`src/core/tcrb_pkg.sv`:
```
// Constants, register map and carrier types of the top control register bank.
package tcrb_pkg;

  // ==========================================================================
  // Register offsets
  localparam logic [7:0] CMP_CTRL_ADDR  = 8'h05;
  localparam logic [7:0] BUS_CNFG_ADDR  = 8'h40;
  localparam logic [7:0] SRST_ADDR      = 8'h50;
  localparam logic [7:0] SHIP_CTRL_ADDR = 8'h51;

  // ==========================================================================
  // Values after reset and the reset key
  localparam logic [7:0] CMP_CTRL_RST  = 8'h01;
  localparam logic [7:0] BUS_CNFG_RST  = 8'h20;
  localparam logic [7:0] SRST_RST      = 8'h00;
  localparam logic [7:0] SHIP_CTRL_RST = 8'h00;
  localparam logic [7:0] SRST_KEY      = 8'hA5;
  // Bit 7 of the comparator control register is not implemented.
  localparam logic [7:0] CMP_CTRL_MASK = 8'h7F;
  localparam logic [7:0] RD_NONE       = 8'h00;

  // ==========================================================================
  // Field positions
  localparam int DUTY_EN_BIT  = 3;
  localparam int OV_DIS_BIT   = 2;
  localparam int OV_DEB_BIT   = 1;
  localparam int DIE_DIS_BIT  = 0;
  localparam int PAIR_BIT     = 4;
  localparam int HS_EXT_BIT   = 0;
  localparam int SHIP_SEL_BIT = 0;

  // ==========================================================================
  // Timing
  localparam real CLK_PERIOD_NS    = 25.0;
  localparam real DUTY_PERIOD_MS   = 3.0;
  localparam real DUTY_ON_MS       = 0.1;
  localparam real OV_DEB_MS        = 5.0;
  localparam real SHIP_LONG_MS     = 10.0;
  localparam real SHIP_SHORT_MS    = 0.1;
  localparam int  DUTY_PERIOD_CYC  = int'(DUTY_PERIOD_MS * 1.0E6 / CLK_PERIOD_NS);
  localparam int  DUTY_ON_CYC      = int'(DUTY_ON_MS * 1.0E6 / CLK_PERIOD_NS);
  localparam int  OV_DEB_CYC       = int'(OV_DEB_MS * 1.0E6 / CLK_PERIOD_NS);
  localparam int  SHIP_LONG_CYC    = int'(SHIP_LONG_MS * 1.0E6 / CLK_PERIOD_NS);
  localparam int  SHIP_SHORT_CYC   = int'(SHIP_SHORT_MS * 1.0E6 / CLK_PERIOD_NS);

  // ==========================================================================
  // Types
  typedef enum logic [1:0] {
    ST_IDLE = 2'b00,
    ST_ADDR = 2'b01,
    ST_DATA = 2'b10
  } tcrb_bus_state_t;

  typedef struct packed {
    logic die;
    logic thermistor;
    logic ovlo;
    logic uvlo;
  } tcrb_cmp_en_t;

  localparam tcrb_cmp_en_t CMP_EN_RST = '{die: 1'b0, thermistor: 1'b1, ovlo: 1'b1, uvlo: 1'b1};

endpackage

```
`src/core/tcrb_duty_cycler.sv`:
```
// Period timer that opens a short on-window in every comparator duty cycle.
`timescale 1ns/1ps
`default_nettype none
module tcrb_duty_cycler #(
  parameter int PERIOD_CYCLES = tcrb_pkg::DUTY_PERIOD_CYC,
  parameter int ON_CYCLES     = tcrb_pkg::DUTY_ON_CYC
) (
  // Clock and reset
  input  wire logic clk_in,
  input  wire logic rst_n_in,
  // Control and phase
  input  wire logic run_in,
  output var  logic phase_on_out
);
  import tcrb_pkg::*;

  localparam int CW = $clog2(PERIOD_CYCLES + 1);

  logic [CW-1:0] cnt_reg;

  // ==========================================================================
  // Period counter
  always_ff @(posedge clk_in)
  begin
    if (!rst_n_in || !run_in)
      cnt_reg <= '0;
    else if (cnt_reg == CW'(PERIOD_CYCLES - 1))
      cnt_reg <= '0;
    else
      cnt_reg <= cnt_reg + 1'b1;
  end

  // The phase reads high whenever cycling is stopped.
  always_ff @(posedge clk_in)
  begin
    if (!rst_n_in)
      phase_on_out <= 1'b1;
    else
      phase_on_out <= !run_in || (cnt_reg < CW'(ON_CYCLES));
  end

endmodule // tcrb_duty_cycler
`default_nettype wire

```
`src/core/tcrb_top.sv`:
```
// Top control register bank: comparator control, soft reset, ship timer, bus options.
`timescale 1ns/1ps
`default_nettype none
module tcrb_top #(
  parameter int DUTY_PERIOD_CYC = tcrb_pkg::DUTY_PERIOD_CYC,
  parameter int OV_DEB_CYC      = tcrb_pkg::OV_DEB_CYC,
  parameter int SHIP_LONG_CYC   = tcrb_pkg::SHIP_LONG_CYC
) (
  // Clock and reset
  input  wire logic                  clk_in,
  input  wire logic                  rst_n_in,
  // Byte stream from the serial bus front end
  input  wire logic                  bus_start_in,
  input  wire logic                  bus_stop_in,
  input  wire logic                  bus_hs_code_in,
  input  wire logic                  bus_wr_valid_in,
  input  wire logic [7:0]            bus_wr_byte_in,
  input  wire logic                  bus_rd_req_in,
  output var  logic [7:0]            bus_rd_data_out,
  output var  logic                  bus_rd_valid_out,
  output var  logic                  hs_mode_out,
  // Analog and pin side
  input  wire logic                  charger_input_valid_in,
  input  wire logic                  thermistor_cmp_disable_in,
  input  wire logic                  sys_overvolt_raw_in,
  input  wire logic                  ship_button_in,
  output var  tcrb_pkg::tcrb_cmp_en_t cmp_en_out,
  output var  logic                  sys_overvolt_fault_out,
  output var  logic                  ship_exit_out
);
  import tcrb_pkg::*;

  localparam int DW = $clog2(OV_DEB_CYC + 1);
  localparam int SW = $clog2(SHIP_LONG_CYC + 1);

  tcrb_bus_state_t state_reg;
  logic [7:0]      ptr_reg;
  logic [7:0]      cmp_ctrl_reg;
  logic [7:0]      bus_cnfg_reg;
  logic [7:0]      srst_reg;
  logic [7:0]      ship_ctrl_reg;
  logic [7:0]      rd_mux;
  logic            reg_wr;
  logic            key_hit;
  logic            phase_on;
  logic            duty_en;
  logic            pair_mode;
  logic            hs_ext;
  logic [DW-1:0]   deb_cnt_reg;
  logic [SW-1:0]   ship_cnt_reg;
  logic [SW-1:0]   ship_target;
  logic            ship_done_reg;

  assign reg_wr    = bus_wr_valid_in && (state_reg == ST_DATA);
  assign key_hit   = reg_wr && (ptr_reg == SRST_ADDR) && (bus_wr_byte_in == SRST_KEY);
  assign duty_en   = cmp_ctrl_reg[DUTY_EN_BIT];
  assign pair_mode = bus_cnfg_reg[PAIR_BIT];
  assign hs_ext    = bus_cnfg_reg[HS_EXT_BIT];

  // ==========================================================================
  // Transfer sequencer
  // START opens a transfer whose first written byte is the register address.
  always_ff @(posedge clk_in)
  begin
    if (!rst_n_in || bus_stop_in)
      state_reg <= ST_IDLE;
    else if (bus_start_in)
      state_reg <= ST_ADDR;
    else if (bus_wr_valid_in)
    begin
      unique case (state_reg)
        ST_IDLE: state_reg <= ST_IDLE;
        ST_ADDR: state_reg <= ST_DATA;
        ST_DATA: state_reg <= pair_mode ? ST_ADDR : ST_DATA;
        default: state_reg <= ST_IDLE;
      endcase
    end
  end

  // Writes take precedence over a read request in the same cycle.
  always_ff @(posedge clk_in)
  begin
    if (!rst_n_in)
      ptr_reg <= 8'h00;
    else if (bus_wr_valid_in && state_reg == ST_ADDR && !bus_start_in)
      ptr_reg <= bus_wr_byte_in;
    else if (reg_wr && !bus_start_in && !bus_stop_in)
      ptr_reg <= pair_mode ? ptr_reg : ptr_reg + 8'h01;
    else if (bus_rd_req_in)
      ptr_reg <= ptr_reg + 8'h01;
  end

  // ==========================================================================
  // Registers
  always_ff @(posedge clk_in)
  begin
    if (!rst_n_in || key_hit)
      cmp_ctrl_reg <= CMP_CTRL_RST;
    else if (reg_wr && ptr_reg == CMP_CTRL_ADDR)
      cmp_ctrl_reg <= bus_wr_byte_in & CMP_CTRL_MASK;
  end

  always_ff @(posedge clk_in)
  begin
    if (!rst_n_in || key_hit)
      bus_cnfg_reg <= BUS_CNFG_RST;
    else if (reg_wr && ptr_reg == BUS_CNFG_ADDR)
      bus_cnfg_reg <= bus_wr_byte_in;
  end

  always_ff @(posedge clk_in)
  begin
    if (!rst_n_in || key_hit)
      ship_ctrl_reg <= SHIP_CTRL_RST;
    else if (reg_wr && ptr_reg == SHIP_CTRL_ADDR)
      ship_ctrl_reg <= bus_wr_byte_in;
  end

  // The key clears itself; any other value is simply held.
  always_ff @(posedge clk_in)
  begin
    if (!rst_n_in || key_hit)
      srst_reg <= SRST_RST;
    else if (reg_wr && ptr_reg == SRST_ADDR)
      srst_reg <= bus_wr_byte_in;
  end

  always_comb
  begin
    unique case (ptr_reg)
      CMP_CTRL_ADDR:  rd_mux = cmp_ctrl_reg;
      BUS_CNFG_ADDR:  rd_mux = bus_cnfg_reg;
      SRST_ADDR:      rd_mux = srst_reg;
      SHIP_CTRL_ADDR: rd_mux = ship_ctrl_reg;
      default:        rd_mux = RD_NONE;
    endcase
  end

  always_ff @(posedge clk_in)
  begin
    if (!rst_n_in)
    begin
      bus_rd_data_out  <= 8'h00;
      bus_rd_valid_out <= 1'b0;
    end
    else
    begin
      bus_rd_valid_out <= bus_rd_req_in && !reg_wr;
      if (bus_rd_req_in && !reg_wr)
        bus_rd_data_out <= rd_mux;
    end
  end

  // ==========================================================================
  // High-speed mode
  always_ff @(posedge clk_in)
  begin
    if (!rst_n_in)
      hs_mode_out <= 1'b0;
    else if (hs_ext)
      hs_mode_out <= 1'b1;
    else if (bus_hs_code_in)
      hs_mode_out <= 1'b1;
    else if (bus_stop_in)
      hs_mode_out <= 1'b0;
  end

  // ==========================================================================
  // Comparator enables
  tcrb_duty_cycler #(
    .PERIOD_CYCLES (DUTY_PERIOD_CYC),
    .ON_CYCLES     (DUTY_ON_CYC)
  ) u_duty (
    .clk_in       (clk_in),
    .rst_n_in     (rst_n_in),
    .run_in       (duty_en),
    .phase_on_out (phase_on)
  );

  always_ff @(posedge clk_in)
  begin
    if (!rst_n_in)
      cmp_en_out <= CMP_EN_RST;
    else
    begin
      cmp_en_out.uvlo  <= !duty_en || phase_on;
      cmp_en_out.ovlo  <= !cmp_ctrl_reg[OV_DIS_BIT] && (!duty_en || phase_on);
      cmp_en_out.thermistor <= !thermistor_cmp_disable_in && (!duty_en || phase_on);
      cmp_en_out.die   <= charger_input_valid_in || !cmp_ctrl_reg[DIE_DIS_BIT];
    end
  end

  // ==========================================================================
  // Overvoltage debounce
  // The count pauses while duty cycling has the comparator switched off.
  always_ff @(posedge clk_in)
  begin
    if (!rst_n_in || cmp_ctrl_reg[OV_DIS_BIT] || (cmp_en_out.ovlo && !sys_overvolt_raw_in))
    begin
      deb_cnt_reg            <= '0;
      sys_overvolt_fault_out <= 1'b0;
    end
    else if (cmp_en_out.ovlo)
    begin
      if (!cmp_ctrl_reg[OV_DEB_BIT])
        sys_overvolt_fault_out <= 1'b1;
      else if (deb_cnt_reg == DW'(OV_DEB_CYC - 1))
        sys_overvolt_fault_out <= 1'b1;
      else
        deb_cnt_reg <= deb_cnt_reg + 1'b1;
    end
  end

  // ==========================================================================
  // Ship-mode exit timer
  assign ship_target = ship_ctrl_reg[SHIP_SEL_BIT] ? SW'(SHIP_SHORT_CYC) : SW'(SHIP_LONG_CYC);

  always_ff @(posedge clk_in)
  begin
    if (!rst_n_in || !ship_button_in)
    begin
      ship_cnt_reg  <= '0;
      ship_done_reg <= 1'b0;
      ship_exit_out <= 1'b0;
    end
    else if (ship_done_reg)
      ship_exit_out <= 1'b0;
    else if (ship_cnt_reg == ship_target - 1'b1)
    begin
      ship_done_reg <= 1'b1;
      ship_exit_out <= 1'b1;
    end
    else
      ship_cnt_reg <= ship_cnt_reg + 1'b1;
  end
endmodule // tcrb_top
`default_nettype wire

```
`config.mk`:
```
export PLATFORM = sky130hd
export DESIGN_NAME = tcrb_top
export DESIGN_NICKNAME = d
export VERILOG_FILES = /design/src/core/tcrb_pkg.sv /design/src/core/tcrb_duty_cycler.sv /design/src/core/tcrb_top.sv
export SDC_FILE = /design/constraint.sdc
export NUM_CORES = 1
export LEC_CHECK = 0
export BUFFER_PORTS_ARGS = -buffer_cell sky130_fd_sc_hd__buf_4
export CAP_MARGIN = 10
export CELL_PAD_IN_SITES_DETAIL_PLACEMENT = 1
export CELL_PAD_IN_SITES_GLOBAL_PLACEMENT = 2
export CORE_ASPECT_RATIO = 0.75
export CORE_MARGIN = 4
export CORE_UTILIZATION = 38
export DETAILED_ROUTE_END_ITERATION = 10
export PLACE_DENSITY_LB_ADDON = 0.1
export SLEW_MARGIN = 10
export SYNTH_ARGS = -nofsm -noshare
export SYNTH_HDL_FRONTEND = slang
export SYNTH_HIERARCHICAL = 1
export SYNTH_SLANG_ARGS = --single-unit
```
`constraint.sdc`:
```
create_clock -name clk_in -period 2.1 [get_ports clk_in]
set_input_delay 0.315 -clock clk_in [delete_from_list [all_inputs] [get_ports clk_in]]
set_output_delay 0.315 -clock clk_in [all_outputs]
set_load 0.005 [all_outputs]
```
==> flow_summary.ini <==
[outcome]
status = finished clean

[pwr]
seqPwrFrac_pct = 41.4
p_clk_share_pct = 55.1
p_switching_mw = 1.09
power.internal_mw = 4.17
leakage_nw = 2.48
switching_share_pct = 20.8
ir_worst_vdd_mv = 0.503
p_per_area_mw_per_mm2 = 820
power.combinational.fraction_pct = 3.4

[finish]
fin_cells = 833
diodes = 0
nets = 672
syn2layout_area_growth_pct = 20.8
drive_gt1_share_pct = 15.3
multiInputGateArea_mm2 = 0.00283
regArea_mm2 = 0.00226
fillers = 1610
largest_reg_flops = 19

[yosys]
synth-seq-cells = 113
yosysWarningCount = 6
async_flop_share_pct = 0
syn_inst = 596
post-synth-top-area-cell = dfxtp_1
synth_cell_types = 59
synth.avg_cell_area_um2 = 8.91
synth_ff_type = dfxtp_1
yosysTopAreaCellShare_pct = 42.6
synth_nets = 623
ys_seq_area_share_pct = 42.6
synth_edf_count = 0
netlist_area_mm2 = 0.00531
yosys-top-cells-area = dfxtp_1, mux2i_1, nor2_1, nand2_1, xnor2_1

[setup_path]
reg2reg_slack_ps = 160
reg2reg_depth = 6
critPathCapture = bus_rd_data_out[4]$_SDFFE_PN0P_
start_kind = flip-flop
critPathMaxStageDelay_ps = 550
slowest_stage = or4_1
worstPathCellList = inv_1 -> ha_1 -> and4b_1 -> or4_1 -> nand3_2 -> a221oi_1
cp_num_cells = 6
cp_max_fo = 8
critPathLaunch = ptr_reg[0]$_SDFFE_PN0P_
cp_data_required_time_ps = 2390
arrival_ps = 2230
worst-setup-path-type = flip-flop to flip-flop
cp_num_buf_inv = 1
worstReg2RegEnd = bus_rd_data_out[4]$_SDFFE_PN0P_
worstSetupEndpointType = flip-flop
timing.rr.start = ptr_reg[0]$_SDFFE_PN0P_
crit_family = simple AND/OR/NAND/NOR gates

[clocking]
cts_setup_buffers = 0
clock_latency_ps = 420
cts.clk_slew.worst_paths_ps = 50
numCtsBuffers = 17
cts_tree = built
clockBufferDepth = 2
h-tree-depth = 4
cts.sinks = 113
clockRootBuffer = clkbuf_16
postCtsHoldBufs = 0

[route]
wirelength_mm = 14.5
wl_met1_mm = 7.27
vias = 4615
top_layer = met4
antenna_left = 0
avgViaCountPerCell = 5.54
met2_length_mm = 6.55
met3_length_um = 406
dr.first_iter.drc_count = 199
drc_errors = 0
first_pass_iters = 4
wl_per_cell_um = 17.4

[grt]
grt_max_degree = 21
grt_pass1_wl_mm = 24.0
antenna_found_initial = 0
grt_overflow = 0
grtUsageTotal_pct = 19.3
grt_pass1_vias = 4714

[sta]
setup_tns_ps = 0
hold_viol = 0
maxSlewHeadroom_pct = 61.4
fmax_mhz = 514
post-route-period-util_pct = 92.6
rsz0062_at_grt = false
finClkSkew_ps = 7.20
finalMaxSlewViolations = 0
tightest_slew_ps = 578
setup_viol = 0
period_needed_ps = 1940

[die]
pin_count = 35
die_y_um = 110
die-area_mm2 = 0.0159
start_util_pct = 38.7
die_x_um = 144
rows = 37
core_mm2 = 0.0137

[place]
port-buffer-count = 34
gp_congestion = 0.778
place_inst = 801
hpwl_mm = 10.2

[hold_path]
hold_path.class = primary input to flip-flop

[run]
maxCapViolations = 0
==> through the flow <==
step           utilization (%)  hold WS [ps]  instance area (um^2)  total power [mW]  setup slack, ps
2_1_floorplan                -           394                  5310              2.31              273
3_3_place_gp              42.4           435                  5810              2.40              207
3_5_place_dp              42.4           437                  5810              2.40              114
4_1_cts                   46.7          57.3                  6400              5.33              102
5_1_grt                   46.8          73.3                  6410              5.45             25.3
6_report                  46.8          74.5                  6410              5.26              155
==> worst min-delay path by stage <==
stage                                               from                   endpoint  slack [ps]  cells after the start
final                          thermistor_cmp_disable_in   cmp_en_out[2]$_SDFF_PN1_          70                      2
after global placement    u_duty/phase_on_out$_SDFF_PN1_   cmp_en_out[0]$_SDFF_PN1_         440                      2
after floorplan                             bus_start_in  state_reg[1]$_SDFFE_PP0P_         390                      1
after CTS                      thermistor_cmp_disable_in   cmp_en_out[2]$_SDFF_PN1_          60                      2
after detailed placement  u_duty/phase_on_out$_SDFF_PN1_   cmp_en_out[0]$_SDFF_PN1_         440                      2
after global routing           thermistor_cmp_disable_in   cmp_en_out[2]$_SDFF_PN1_          70                      2
==> worst register-to-register path: stages (launching register included) <==
cell	delay, ps
dfxtp_1	430
inv_1	70
ha_1	200
and4b_1	220
or4_1	550
nand3_2	210
a221oi_1	130
==> synthesized netlist by cell type (3+ instances only) <==
cell type / count
dfxtp_1: 113
nor2_1: 81
nand2_1: 50
mux2i_1: 34
a21oi_1: 28
nand3_1: 20
inv_1: 17
nand4_1: 17
xnor2_1: 17
o21ai_0: 16
xor2_1: 16
nor3_1: 15
or4_1: 14
clkbuf_1: 13
nor4_1: 9
a221oi_1: 8
a222oi_1: 8
buf_2: 8
ha_1: 8
nand2b_1: 8
or3_1: 8
a22oi_1: 7
and3_1: 7
o31ai_1: 5
and4_1: 4
buf_4: 4
buf_6: 4
nand3b_1: 4
o211ai_1: 4
o21ai_1: 4
o311ai_0: 4
and2_1: 3
nor4bb_1: 3
o2111ai_1: 3
o41ai_1: 3
==> cells in the final DEF (no fill, tap or decap), types with 8 or more instances in the layout <==
master,count
or3_1,8
or4_1,14
xnor2_1,17
buf_4,59
a222oi_1,8
ha_1,8
nor2_1,81
dfxtp_1,113
a221oi_1,8
mux2i_1,33
o21ai_0,16
nor4_1,9
nand2b_1,8
xor2_1,16
clkbuf_16,17
nand4_1,17
inv_1,17
a21oi_1,28
nand3_1,20
nor3_1,15
nand2_1,49
==> per-layer routing <==
layer	vias up	global-route usage (%)
met1	2273	25.9
met4	0	8.39
met5	-	0
met3	18	4.48
met2	47	29.8
li1	2277	-
==> logic make-up after synthesis <==
family	count (synthesis)	share of synthesized area, %
xor+xnor	33	5.44
simple gates	261	25.9
buf+inv	46	4.29
compound gates	100	13.3
flops	113	42.6
fa+ha+maj	8	1.89
mux	35	6.62
==> area by class of cell <==
cell class / instances / area share (%)
multi-input combinational: 437 / 44.1
sequential: 113 / 35.3
clock buffer: 28 / 8.22
timing repair buffer: 59 / 6.91
tap: 175 / 3.42
clock inverter: 4 / 1.09
inverter: 17 / 0.995
==> power groups by stage <==
stage	registers, mW	logic, mW	clock network (mW)
2_1_floorplan	2.22	0.0872	0
3_3_place_gp	2.22	0.176	0
3_5_place_dp	2.22	0.180	0
4_1_cts	2.18	0.181	2.97
5_1_grt	2.18	0.199	3.07
6_report	2.18	0.180	2.90
==> timing repair <==
item	CTS	global route
gates resized for setup	0	3
hold endpoints to repair	0	0
endpoints found under the setup margin	0	16
Note: power is estimated with default switching activity, not from simulation.
